File: src/rst_map.svh
// Register offsets, field positions, reset values and widths of the reset tracker
`ifndef RST_MAP_SVH
`define RST_MAP_SVH

// APB byte offsets
`define RST_OFF_CONTROL 12'h000
`define RST_OFF_INT_STATUS 12'h004
`define RST_OFF_INT_MASK 12'h008
`define RST_OFF_STACK 12'h00C
`define RST_OFF_TOS 12'h010
`define RST_OFF_PORT_A 12'h014
`define RST_OFF_STATE 12'h018

// Reset control and status fields; flags are cleared by their event
`define RST_BIT_BROWNOUT 0
`define RST_BIT_POWER_ON 1
`define RST_BIT_SLEEP 2
`define RST_BIT_WATCHDOG 3
`define RST_BIT_RESET_INSTR 4
`define RST_BIT_SW_BROWNOUT 6
`define RST_BIT_INT_PRIORITY 7
`define RST_FLAG_W 5
`define RST_CTRL_POR 8'h5C
`define RST_CTRL_MASK 8'hDF

// Stack register fields
`define RST_BIT_STACK_FULL 7
`define RST_BIT_STACK_UNDER 6

// Program counter, stack and vectors
`define RST_PC_W 21
`define RST_SP_W 5
`define RST_SP_MAX 5'h1F
`define RST_VEC_HIGH 21'h000008
`define RST_VEC_LOW 21'h000018

// Pin synchroniser: bit 0 power-on, bit 1 brown-out, bit 2 master clear (low active)
`define RST_SYNC_W 3
`define RST_SYNC_INIT 3'h4

// Oscillator modes that free port A bit 6; the internal I/O mode also frees bit 7
`define RST_OSC_INT_IO 4'h8
`define RST_OSC_EXT_CLK_IO 4'h4

`endif

File: src/rst_pkg.sv
// Types shared by the reset source tracker
`include "rst_map.svh"
package rst_pkg;

  typedef enum logic [1:0] {
    MODE_RESET,
    MODE_RUN,
    MODE_SLEEP
  } rst_mode_e;

  typedef struct packed {
    logic powerOn;
    logic brownout;
    logic masterClearRun;
    logic masterClearSleep;
    logic watchdog;
    logic resetInstr;
    logic stackFull;
    logic stackUnder;
  } rst_src_s;

  typedef struct packed {
    logic full;
    logic under;
    logic [`RST_SP_W-1:0] sp;
    logic [`RST_PC_W-1:0] tos;
  } rst_stack_s;

endpackage

File: src/rst_pin_sync.sv
// Three-stage synchroniser with agreement filter for the reset pins
`timescale 1ns/1ps
`default_nettype none
`include "rst_map.svh"
module rst_pin_sync (
  input wire logic core_clk,
  input wire logic nrst,
  input wire logic [`RST_SYNC_W-1:0] pinIn,
  output logic [`RST_SYNC_W-1:0] pinOut
);
  localparam logic [`RST_SYNC_W-1:0] INIT = `RST_SYNC_INIT;

  genvar i;
  generate
    for (i = 0; i < `RST_SYNC_W; i = i + 1) begin : g_bit
      logic s1;
      logic s2;
      logic s3;
      always_ff @(posedge core_clk) begin
        if (!nrst) begin
          s1 <= INIT[i];
          s2 <= INIT[i];
          s3 <= INIT[i];
          pinOut[i] <= INIT[i];
        end else begin
          s1 <= pinIn[i];
          s2 <= s1;
          s3 <= s2;
          // A change counts only once two stages agree
          if (s2 == s3) begin
            pinOut[i] <= s3;
          end
        end
      end
    end
  endgenerate
endmodule
`default_nettype wire

File: src/rst_wake_stack.sv
// Program counter and hardware stack state across reset and interrupt wake-up
`timescale 1ns/1ps
`default_nettype none
`include "rst_map.svh"
module rst_wake_stack (
  input wire logic core_clk,
  input wire logic nrst,
  input wire logic coreReset,
  input wire logic powerFail,
  input wire logic wakeTake,
  input wire logic wakeHighVec,
  input wire logic [`RST_PC_W-1:0] pcCurrent,
  input wire logic stackFullEvt,
  input wire logic stackUnderEvt,
  input wire logic [1:0] stackFlagClear,
  output rst_pkg::rst_stack_s stackState,
  output logic pcLoad,
  output logic [`RST_PC_W-1:0] pcLoadValue
);
  import rst_pkg::*;

  logic [`RST_PC_W-1:0] stackTos;
  logic [`RST_SP_W-1:0] stackPtr;
  logic stackFull;
  logic stackUnder;

  // One driver per field, gathered into the struct here
  assign stackState = {stackFull, stackUnder, stackPtr, stackTos};

  always_ff @(posedge core_clk) begin
    if (!nrst || coreReset) begin
      stackTos <= '0;
      stackPtr <= '0;
    end else if (wakeTake) begin
      stackTos <= pcCurrent;
      if (stackPtr != `RST_SP_MAX) begin
        stackPtr <= stackPtr + 5'h01;
      end
    end
  end

  // Stack flags survive every reset except a power failure
  always_ff @(posedge core_clk) begin
    if (!nrst || powerFail) begin
      stackFull <= 1'b0;
      stackUnder <= 1'b0;
    end else begin
      stackFull <= stackFullEvt || (wakeTake && stackPtr == `RST_SP_MAX) ||
        (stackFull && !stackFlagClear[1]);
      stackUnder <= stackUnderEvt || (stackUnder && !stackFlagClear[0]);
    end
  end

  always_ff @(posedge core_clk) begin
    if (!nrst || coreReset) begin
      pcLoad <= 1'b0;
      pcLoadValue <= '0;
    end else begin
      pcLoad <= wakeTake;
      if (wakeTake) begin
        pcLoadValue <= wakeHighVec ? `RST_VEC_HIGH : `RST_VEC_LOW;
      end
    end
  end
endmodule
`default_nettype wire

File: src/rst_source_tracking.sv
// Reset source tracking, reset state and wake-up control with APB registers
//
// Behaviour
// - Tell apart eight distinct reset causes.
// - Low five control bits are reset flags.
// - Flag cleared by its event, software re-sets.
// - Control register holds priority and brown-out enables.
// - Interrupt wake with global enable loads vector.
// - Such wake pushes PC, advances stack pointer.
// - Wake-up sets the causing interrupt flags.
// - Unimplemented bits always read zero.
// - Port A bits 6, 7 follow oscillator mode.
`timescale 1ns/1ps
`default_nettype none
`include "rst_map.svh"
module rst_source_tracking (
  input wire logic core_clk,
  input wire logic nrst,
  // APB slave
  input wire logic psel,
  input wire logic penable,
  input wire logic pwrite,
  input wire logic [11:0] paddr,
  input wire logic [31:0] pwdata,
  output logic [31:0] prdata,
  output logic pready,
  output logic pslverr,
  // Asynchronous reset pins and detectors
  input wire logic powerOnDetect,
  input wire logic brownoutDetect,
  input wire logic masterClearPin_n,
  // Same-clock reset sources and core status
  input wire logic watchdogTimeout,
  input wire logic resetInstr,
  input wire logic stackFullEvt,
  input wire logic stackUnderflowEvt,
  input wire logic sleepEnter,
  input wire logic wakeIntr,
  input wire logic wakeHighPrio,
  input wire logic [7:0] wakeFlagSrc,
  input wire logic lowPriorityGlobalEnable,
  input wire logic highPriorityGlobalEnable,
  input wire logic [`RST_PC_W-1:0] pcCurrent,
  input wire logic [3:0] oscMode,
  input wire logic [7:0] portAPins,
  input wire logic [7:0] portALatch,
  input wire logic [7:0] portADirection,
  // To the core
  output logic coreReset,
  output logic interruptPriorityEnable,
  output logic softwareBrownoutEnable,
  output logic pcLoad,
  output logic [`RST_PC_W-1:0] pcLoadValue,
  output logic [7:0] intFlagSet,
  output logic [7:0] portAPinsRead,
  output logic [7:0] portALatchRead,
  output logic [7:0] portADirectionRead,
  output logic [1:0] portAUpperEnable,
  output logic irq
);
  import rst_pkg::*;

  //////////////////////////////////////////////////////////////////////////////
  // Pin synchronisation and event detection

  logic [`RST_SYNC_W-1:0] pinSync;
  logic [`RST_SYNC_W-1:0] pinPrev;
  rst_mode_e mode;
  rst_src_s src;
  logic masterClearFall;
  logic resetHeld;
  logic powerFail;
  logic anyReset;
  logic sleeping;
  logic wakeEvt;
  logic wakeTake;

  rst_pin_sync u_pin_sync (
    .core_clk(core_clk),
    .nrst(nrst),
    .pinIn({masterClearPin_n, brownoutDetect, powerOnDetect}),
    .pinOut(pinSync)
  );

  always_ff @(posedge core_clk) begin
    if (!nrst) begin
      pinPrev <= `RST_SYNC_INIT;
    end else begin
      pinPrev <= pinSync;
    end
  end

  assign sleeping = (mode == MODE_SLEEP);
  assign masterClearFall = !pinSync[2] && pinPrev[2];

  // Watchdog in sleep wakes the core instead of resetting it
  always_comb begin
    src.powerOn = pinSync[0] && !pinPrev[0];
    src.brownout = pinSync[1] && !pinPrev[1];
    src.masterClearRun = masterClearFall && !sleeping;
    src.masterClearSleep = masterClearFall && sleeping;
    src.watchdog = watchdogTimeout && !sleeping;
    src.resetInstr = resetInstr;
    src.stackFull = stackFullEvt;
    src.stackUnder = stackUnderflowEvt;
  end

  assign powerFail = pinSync[0] || pinSync[1];
  assign resetHeld = powerFail || !pinSync[2];
  assign anyReset = (|src) || resetHeld;
  assign wakeEvt = sleeping && !anyReset && (wakeIntr || watchdogTimeout);
  assign wakeTake = wakeEvt && wakeIntr && (lowPriorityGlobalEnable || highPriorityGlobalEnable);

  //////////////////////////////////////////////////////////////////////////////
  // Reset state

  // Held for as long as any source stays asserted
  always_ff @(posedge core_clk) begin
    if (!nrst) begin
      coreReset <= 1'b1;
    end else begin
      coreReset <= anyReset;
    end
  end

  always_ff @(posedge core_clk) begin
    if (!nrst) begin
      mode <= MODE_RESET;
    end else begin
      case (mode)
        MODE_RESET: begin
          if (!anyReset) begin
            mode <= MODE_RUN;
          end
        end
        MODE_RUN: begin
          if (anyReset) begin
            mode <= MODE_RESET;
          end else if (sleepEnter) begin
            mode <= MODE_SLEEP;
          end
        end
        MODE_SLEEP: begin
          if (anyReset) begin
            mode <= MODE_RESET;
          end else if (wakeIntr || watchdogTimeout) begin
            mode <= MODE_RUN;
          end
        end
        default: begin
          mode <= MODE_RESET;
        end
      endcase
    end
  end

  //////////////////////////////////////////////////////////////////////////////
  // APB decode

  logic setup;
  logic access;
  logic wrCtrl;
  logic wrIntStat;
  logic wrIntMask;
  logic wrStack;
  logic hit;

  assign setup = psel && !penable;
  assign access = psel && penable;
  assign wrCtrl = access && pwrite && paddr == `RST_OFF_CONTROL;
  assign wrIntStat = access && pwrite && paddr == `RST_OFF_INT_STATUS;
  assign wrIntMask = access && pwrite && paddr == `RST_OFF_INT_MASK;
  assign wrStack = access && pwrite && paddr == `RST_OFF_STACK;

  always_comb begin
    case (paddr)
      `RST_OFF_CONTROL, `RST_OFF_INT_STATUS, `RST_OFF_INT_MASK, `RST_OFF_STACK,
      `RST_OFF_TOS, `RST_OFF_PORT_A, `RST_OFF_STATE: hit = 1'b1;
      default: hit = 1'b0;
    endcase
  end

  // Zero wait states; unmapped addresses answer with an error
  assign pready = 1'b1;
  assign pslverr = access && !hit;

  //////////////////////////////////////////////////////////////////////////////
  // Reset control and status register

  logic [7:0] ctrl;
  logic [7:0] next_ctrl;

  // Hardware events are applied after the write, so an event wins over a re-set
  always_comb begin
    next_ctrl = ctrl;
    if (wrCtrl) begin
      next_ctrl[`RST_FLAG_W-1:0] = ctrl[`RST_FLAG_W-1:0] | pwdata[`RST_FLAG_W-1:0];
      next_ctrl[`RST_BIT_INT_PRIORITY] = pwdata[`RST_BIT_INT_PRIORITY];
      next_ctrl[`RST_BIT_SW_BROWNOUT] = pwdata[`RST_BIT_SW_BROWNOUT];
    end
    if (sleepEnter && mode == MODE_RUN) begin
      next_ctrl[`RST_BIT_SLEEP] = 1'b0;
      next_ctrl[`RST_BIT_WATCHDOG] = 1'b1;
    end
    if (wakeEvt && !wakeIntr) begin
      next_ctrl[`RST_BIT_WATCHDOG] = 1'b0;
    end
    if (src.watchdog) begin
      next_ctrl[`RST_BIT_WATCHDOG] = 1'b0;
      next_ctrl[`RST_BIT_SLEEP] = 1'b1;
    end
    if (src.masterClearSleep) begin
      next_ctrl[`RST_BIT_SLEEP] = 1'b0;
    end
    if (src.resetInstr) begin
      next_ctrl[`RST_BIT_RESET_INSTR] = 1'b0;
    end
    if (src.brownout) begin
      next_ctrl[`RST_BIT_BROWNOUT] = 1'b0;
      next_ctrl[`RST_BIT_SLEEP] = 1'b1;
      next_ctrl[`RST_BIT_WATCHDOG] = 1'b1;
    end
    if (src.powerOn) begin
      next_ctrl = `RST_CTRL_POR;
    end
    if (anyReset) begin
      next_ctrl[`RST_BIT_INT_PRIORITY] = 1'b0;
    end
  end

  always_ff @(posedge core_clk) begin
    if (!nrst) begin
      ctrl <= `RST_CTRL_POR;
    end else begin
      ctrl <= next_ctrl & `RST_CTRL_MASK;
    end
  end

  assign interruptPriorityEnable = ctrl[`RST_BIT_INT_PRIORITY];
  assign softwareBrownoutEnable = ctrl[`RST_BIT_SW_BROWNOUT];

  //////////////////////////////////////////////////////////////////////////////
  // Reset-cause interrupt: sticky status, mask, level output

  logic [7:0] intStat;
  logic [7:0] intMask;

  // Set wins over the write-one clear
  always_ff @(posedge core_clk) begin
    if (!nrst) begin
      intStat <= 8'h00;
    end else begin
      intStat <= (intStat & ~(wrIntStat ? pwdata[7:0] : 8'h00)) | src;
    end
  end

  always_ff @(posedge core_clk) begin
    if (!nrst) begin
      intMask <= 8'h00;
    end else if (wrIntMask) begin
      intMask <= pwdata[7:0];
    end
  end

  always_ff @(posedge core_clk) begin
    if (!nrst) begin
      irq <= 1'b0;
    end else begin
      irq <= |(intStat & intMask);
    end
  end

  //////////////////////////////////////////////////////////////////////////////
  // Wake-up: vector, stack push and interrupt flags

  rst_stack_s stackState;

  rst_wake_stack u_wake_stack (
    .core_clk(core_clk),
    .nrst(nrst),
    .coreReset(coreReset),
    .powerFail(powerFail),
    .wakeTake(wakeTake),
    .wakeHighVec(!ctrl[`RST_BIT_INT_PRIORITY] || wakeHighPrio),
    .pcCurrent(pcCurrent),
    .stackFullEvt(stackFullEvt),
    .stackUnderEvt(stackUnderflowEvt),
    .stackFlagClear(wrStack ? {pwdata[`RST_BIT_STACK_FULL], pwdata[`RST_BIT_STACK_UNDER]} : 2'h0),
    .stackState(stackState),
    .pcLoad(pcLoad),
    .pcLoadValue(pcLoadValue)
  );

  always_ff @(posedge core_clk) begin
    if (!nrst || coreReset) begin
      intFlagSet <= 8'h00;
    end else begin
      intFlagSet <= wakeEvt ? wakeFlagSrc : 8'h00;
    end
  end

  //////////////////////////////////////////////////////////////////////////////
  // Port A read masking for the oscillator pins

  always_ff @(posedge core_clk) begin
    if (!nrst) begin
      portAUpperEnable <= 2'h0;
    end else begin
      portAUpperEnable[0] <= oscMode == `RST_OSC_INT_IO || oscMode == `RST_OSC_EXT_CLK_IO;
      portAUpperEnable[1] <= oscMode == `RST_OSC_INT_IO;
    end
  end

  genvar b;
  generate
    for (b = 0; b < 8; b = b + 1) begin : g_port_a
      logic bitEn;
      if (b < 6) begin : g_low
        assign bitEn = 1'b1;
      end else begin : g_high
        assign bitEn = portAUpperEnable[b-6];
      end
      always_ff @(posedge core_clk) begin
        if (!nrst) begin
          portAPinsRead[b] <= 1'b0;
          portALatchRead[b] <= 1'b0;
          portADirectionRead[b] <= 1'b0;
        end else begin
          portAPinsRead[b] <= portAPins[b] && bitEn;
          portALatchRead[b] <= portALatch[b] && bitEn;
          portADirectionRead[b] <= portADirection[b] && bitEn;
        end
      end
    end
  endgenerate

  //////////////////////////////////////////////////////////////////////////////
  // Read data, captured in the setup phase

  logic [31:0] readMux;

  always_comb begin
    readMux = 32'h00000000;
    case (paddr)
      `RST_OFF_CONTROL: readMux = {24'h000000, ctrl & `RST_CTRL_MASK};
      `RST_OFF_INT_STATUS: readMux = {24'h000000, intStat};
      `RST_OFF_INT_MASK: readMux = {24'h000000, intMask};
      `RST_OFF_STACK: readMux = {24'h000000, stackState.full, stackState.under, 1'b0, stackState.sp};
      `RST_OFF_TOS: readMux = {11'h000, stackState.tos};
      `RST_OFF_PORT_A: readMux = {8'h00, portADirectionRead, portALatchRead, portAPinsRead};
      `RST_OFF_STATE: readMux = {28'h0000000, portAUpperEnable, sleeping, coreReset};
      default: readMux = 32'h00000000;
    endcase
  end

  always_ff @(posedge core_clk) begin
    if (!nrst) begin
      prdata <= 32'h00000000;
    end else if (setup && !pwrite) begin
      prdata <= readMux;
    end
  end

endmodule
`default_nettype wire

File: config.mk
export PLATFORM = sky130hd
export DESIGN_NAME = rst_source_tracking
export DESIGN_NICKNAME = d
export VERILOG_FILES = /design/src/rst_pkg.sv /design/src/rst_pin_sync.sv /design/src/rst_wake_stack.sv /design/src/rst_source_tracking.sv
export VERILOG_INCLUDE_DIRS = /design/src
export SDC_FILE = /design/constraint.sdc
export NUM_CORES = 1
export LEC_CHECK = 0
export BUFFER_PORTS_ARGS = -buffer_cell sky130_fd_sc_hd__buf_2
export CELL_PAD_IN_SITES_DETAIL_PLACEMENT = 1
export CELL_PAD_IN_SITES_GLOBAL_PLACEMENT = 2
export CORE_UTILIZATION = 29
export CTS_BUF_LIST = sky130_fd_sc_hd__clkbuf_8
export DETAILED_ROUTE_END_ITERATION = 10
export GPL_TIMING_DRIVEN = 1
export PLACE_DENSITY_LB_ADDON = 0.15
export SLEW_MARGIN = 15
export SYNTH_ARGS = -nofsm -noshare
export SYNTH_HDL_FRONTEND = slang
export SYNTH_HIERARCHICAL = 1
export SYNTH_SLANG_ARGS = --single-unit
File: constraint.sdc
create_clock -name core_clk -period 4 [get_ports core_clk]
set_clock_uncertainty 0.1 [all_clocks]
set_input_delay 1 -clock core_clk [delete_from_list [all_inputs] [get_ports core_clk]]
set_output_delay 1 -clock core_clk [all_outputs]
set_load 0.01 [all_outputs]
==> results.md <==
- The total global-route track usage is 18.1%.
- Setup repair after global routing left no endpoint under its margin.
- In the final layout, the multi-input gates occupy 2600 sq um.
- In this run the number of H-tree levels came out at 4.
- The count of instances resized after the clock tree is built is 0.
- The number of placed instances, taps included, is 949.
- The filler cells instantiated in the layout total 2240.
- The total overflow left after global routing is 0.
- For this run, the top clock speed supported by timing is 306 MHz.
- The transition time of the tightest slew-check pin is 0.731 ns.
- The worst-case clock buffer depth is 2.
- The final-report setup violation count is 0.
- VDD sags by at most 0.000224 V.
- The final cell count without fillers is 981.
- The number of hold violations in the final report is 0.
- The worst-case setup margin in the final layout is 0.730 ns.
- The worst reg2reg path endpoint is u_wake_stack/stackPtr[3].
- After legalization and detailed placement, the total HPWL measured 12800 microns.
- The number of distinct library cells after synthesis is 62.
- The number of global-route vias before repair is 4858.
- The clock tree from TritonCTS is built.
- The initial DRC count is 207.
- In this run, synthesis produced a sequential element count of 131.
- Using the TritonRoute via totals, the vias-per-cell ratio works out to 4.82.
- Counting both buffers and inverters, the worst setup path holds a total of 2.
- 212 I/O pins were placed.
- After clock tree synthesis, the clock-pin slew on the worst setup and hold paths is 0.08 ns.
- In the layout the commonest cells are buf_2, dfxtp_1, nor2_1.
- The min-delay analysis places its worst path in the category register to register.
- The row count is 50.
- In this design, the largest share of critical-path delay is due to simple AND/OR/NAND/NOR gates.
- The longest individual stage delay on the worst path is 0.46 ns.
- The synthesized-area fraction occupied by adder cells is 0.452%.
- The post-synthesis async set-or-reset flop share is 0%.
- The cell with the most instances on the worst path is buf_2.
- The root buffer selected by CTS is clkbuf_8.
- Measured against the total synthesized area, the mux share comes to 8.86%.
- The average detailed-routed wire length per instance is 17.5 microns.
- The die width is 140 microns.
- In this run the worst path has a maximum fanout of 5.
- The number of synthesized flops with an enable pin is 0.
- Wires add up to 17200 microns.
- The repair_antennas step left the layout with diodes totalling 0.
- In this run, CTS created clock tree buffers numbering 17.
- Of the total synthesized cell area, the portion taken by XOR and XNOR cells is 0.474%.
- The number of max-capacitance violations reported is 0.
- The maximum number of pins on one net before global-route repair is 51.
- The share of cells above drive strength 1 is 31.1%.
- In this run, post-CTS hold repair placed 0 buffers.
- Counting every instance in the synthesized netlist gives 577.
- The slack of the worst reg-to-reg path is 1.49 ns.
- The number of antenna violations at the first check in global routing is 0.
- The worst slew slack as a fraction of its limit is 50.6%.
- STA classifies the critical path startpoint as a primary input.
- The sequential cell area is 2620 sq um.
- The clock sink count is 131.
- Post-CTS timing repair inserted 0 buffers for setup.
- The leading cell type in the layout, fill and taps excluded is buf_2.
- The die height is 140 microns.
- The dominant combinational cell family by area after synthesis is simple AND/OR/NAND/NOR gates.
- The post-route fraction of the period consumed by the critical path is 81.8%.
- The clock reaches the later pin of the worst-skew pair after 0.45 ns.
- The cell area after technology mapping is 5540 sq um.
- The number of cells on the worst hold path is 1.
- The first-pass iteration count of the detailed router is 4.
- The count of pins over their slew limit is 0.
- After routing, the total negative slack on setup checks comes to 0 ns.
- The area fraction in compound gates after synthesis is 12.1%.
- Overall power consumption after layout is estimated at 2.73 mW.
- The worst setup path is of the primary input to primary output kind.
- The worst register-to-register path has a depth of 6.
- In the synthesized netlist the dominant register cell turns out to be dfxtp_1.
- The signal arrival time at the worst endpoint is 2.17 ns.
- The final layout contains 854 nets.
- The utilization after layout is 36.7%.
- The start of the worst register-to-register path is u_pin_sync/pinOut[2].
- The critical path goes through buf_2 > nor3_1 > and4_1 > nor2_1 > buf_2.
- The slowest cell on the critical path is nor3_1.
- After detailed routing, the number of remaining DRC violations is 0.
- The detail route stage leaves a number of antenna-violating nets equal to 0.
- In this run the mean area of a mapped cell was 9.60 sq um.
- The fraction of the yosys area taken by sequential cells is 47.4%.
- The first global-routing pass estimated 27000 microns of wire.
- The total number of vias is 4727.
- The number of buffers added on ports is 159.
- The worst setup path is captured at a primary output.
- The worst hold path terminates at u_pin_sync/g_bit[2].s2.
- The analysis attributes to cell leakage a power of 2.91 nW.
- Prior to clock tree synthesis, the placed netlist has a worst setup slack of 0.692 ns.
- The post-synthesis share of cell area spent on and, or, nand and nor gates is 23.0%.
- Routability-driven placement finished with a final weighted congestion of 0.777.
- The required time of the worst setup path is 2.90 ns.
- The clock period minus final worst setup slack is 3.27 ns.
- Once the floorplan was initialized, standard cells occupied 29.6% of the core.
- The worst hold path startpoint is u_pin_sync/g_bit[2].s1.
- The die covers 19700 sq um.
- The area growth from synthesis to layout is 24.0%.
- The Yosys step of the flow raised 6 warnings.
- For this design the ratio of total power to cell area is 398 nW/um^2.
- The flow ran to the end, and the final reports show no timing, DRC or antenna violations.
- The region available for standard cell placement spans 18700 sq um.
## power by group
part	switching (mW)	total, mW	leakage (nW)	internal [mW]
sequential	0.0146	1.34	1.06	1.32
combinational	0.109	0.187	1.64	0.0780
clock	0.564	1.20	0.206	0.640
total	0.687	2.73	2.91	2.04
## area by class of cell
type	count	area share [%]
repair buffers	171	13.1
inverters	8	0.437
multi-input cells	405	37.8
clock inverters	14	2.60
clock buffers	18	3.61
well taps	234	4.26
flip-flops and latches	131	38.2
## flip-flops by register name, summed over array words and instances (netlist names), 2 cells and up
signal,flops
portAPinsRead,8
pinPrev,3
mode,2
u_wake_stack/stackTos,21
ctrl,7
portADirectionRead,8
portAUpperEnable,2
u_pin_sync/g_bit.s1,3
intFlagSet,8
u_wake_stack/stackPtr,5
prdata,24
u_pin_sync/g_bit.s2,3
portALatchRead,8
intMask,8
u_pin_sync/g_bit.s3,3
u_pin_sync/pinOut,3
intStat,8
u_wake_stack/pcLoadValue,2
## metrics by stage
step / hold slack, ns / instance area, sq um
after floorplan: 0.286 / 5630
after global routing: 0.340 / 6870
after global placement: 0.305 / 6440
after CTS: 0.336 / 6870
after detailed placement: 0.299 / 6440
final: 0.327 / 6870
## metal layers
layer	routed length, microns	global-route usage, %
met5	0	0
met4	199	5.78
met3	792	3.97
met2	8320	30.4
met1	7860	23.1
## how the worst max path moves through the flow
| stage | from | end | slack [ns] | cells past startpoint |
|---|---|---|---|---|
| after floorplan | resetInstr | u_wake_stack/stackTos[10] | 0.90 | 6 |
| after global placement | resetInstr | u_wake_stack/stackPtr[3] | 0.72 | 7 |
| after detailed placement | resetInstr | u_wake_stack/stackPtr[3] | 0.69 | 7 |
| after CTS | paddr[5] | pslverr | 0.72 | 5 |
| after global routing | paddr[5] | pslverr | 0.58 | 5 |
| final | paddr[5] | pslverr | 0.73 | 5 |
## kinds of logic (layout without fill, tap and decap cells)
family,Yosys count,count (layout)
compound gates,103,103
xor+xnor,3,3
fa+ha+maj,2,2
buf+inv,66,211
flops,131,131
mux,46,46
other cells,3,28
simple gates,223,223
## cells in the mapped netlist, types with 3 or more instances
cell type | count | share of area (%)
inv_1 | 8 | 0.54
a311oi_1 | 3 | 0.47
nor2_1 | 53 | 3.6
nand3_1 | 15 | 1.4
and3_1 | 10 | 1.1
a31oi_1 | 7 | 0.79
nand2_1 | 39 | 2.6
nor4bb_1 | 3 | 0.54
buf_2 | 6 | 0.54
nand2b_1 | 13 | 1.5
buf_6 | 5 | 1.0
mux2_2 | 4 | 0.81
dfxtp_1 | 131 | 47
or2_2 | 3 | 0.34
buf_4 | 30 | 4.1
nor4_1 | 3 | 0.34
a21oi_1 | 21 | 1.9
mux2i_1 | 40 | 7.2
o211ai_1 | 4 | 0.54
nor3b_1 | 3 | 0.41
o221ai_1 | 5 | 0.79
and2_1 | 35 | 4.0
nand4_1 | 9 | 1.0
and2_2 | 4 | 0.54
conb_1 | 3 | 0.20
a22oi_1 | 19 | 2.6
o21ai_1 | 8 | 0.72
nor3_1 | 6 | 0.54
nand3b_1 | 6 | 0.81
a22o_1 | 3 | 0.47
o21ai_0 | 22 | 2.0
clkbuf_1 | 14 | 0.95
(Power assumes the default switching activity.)
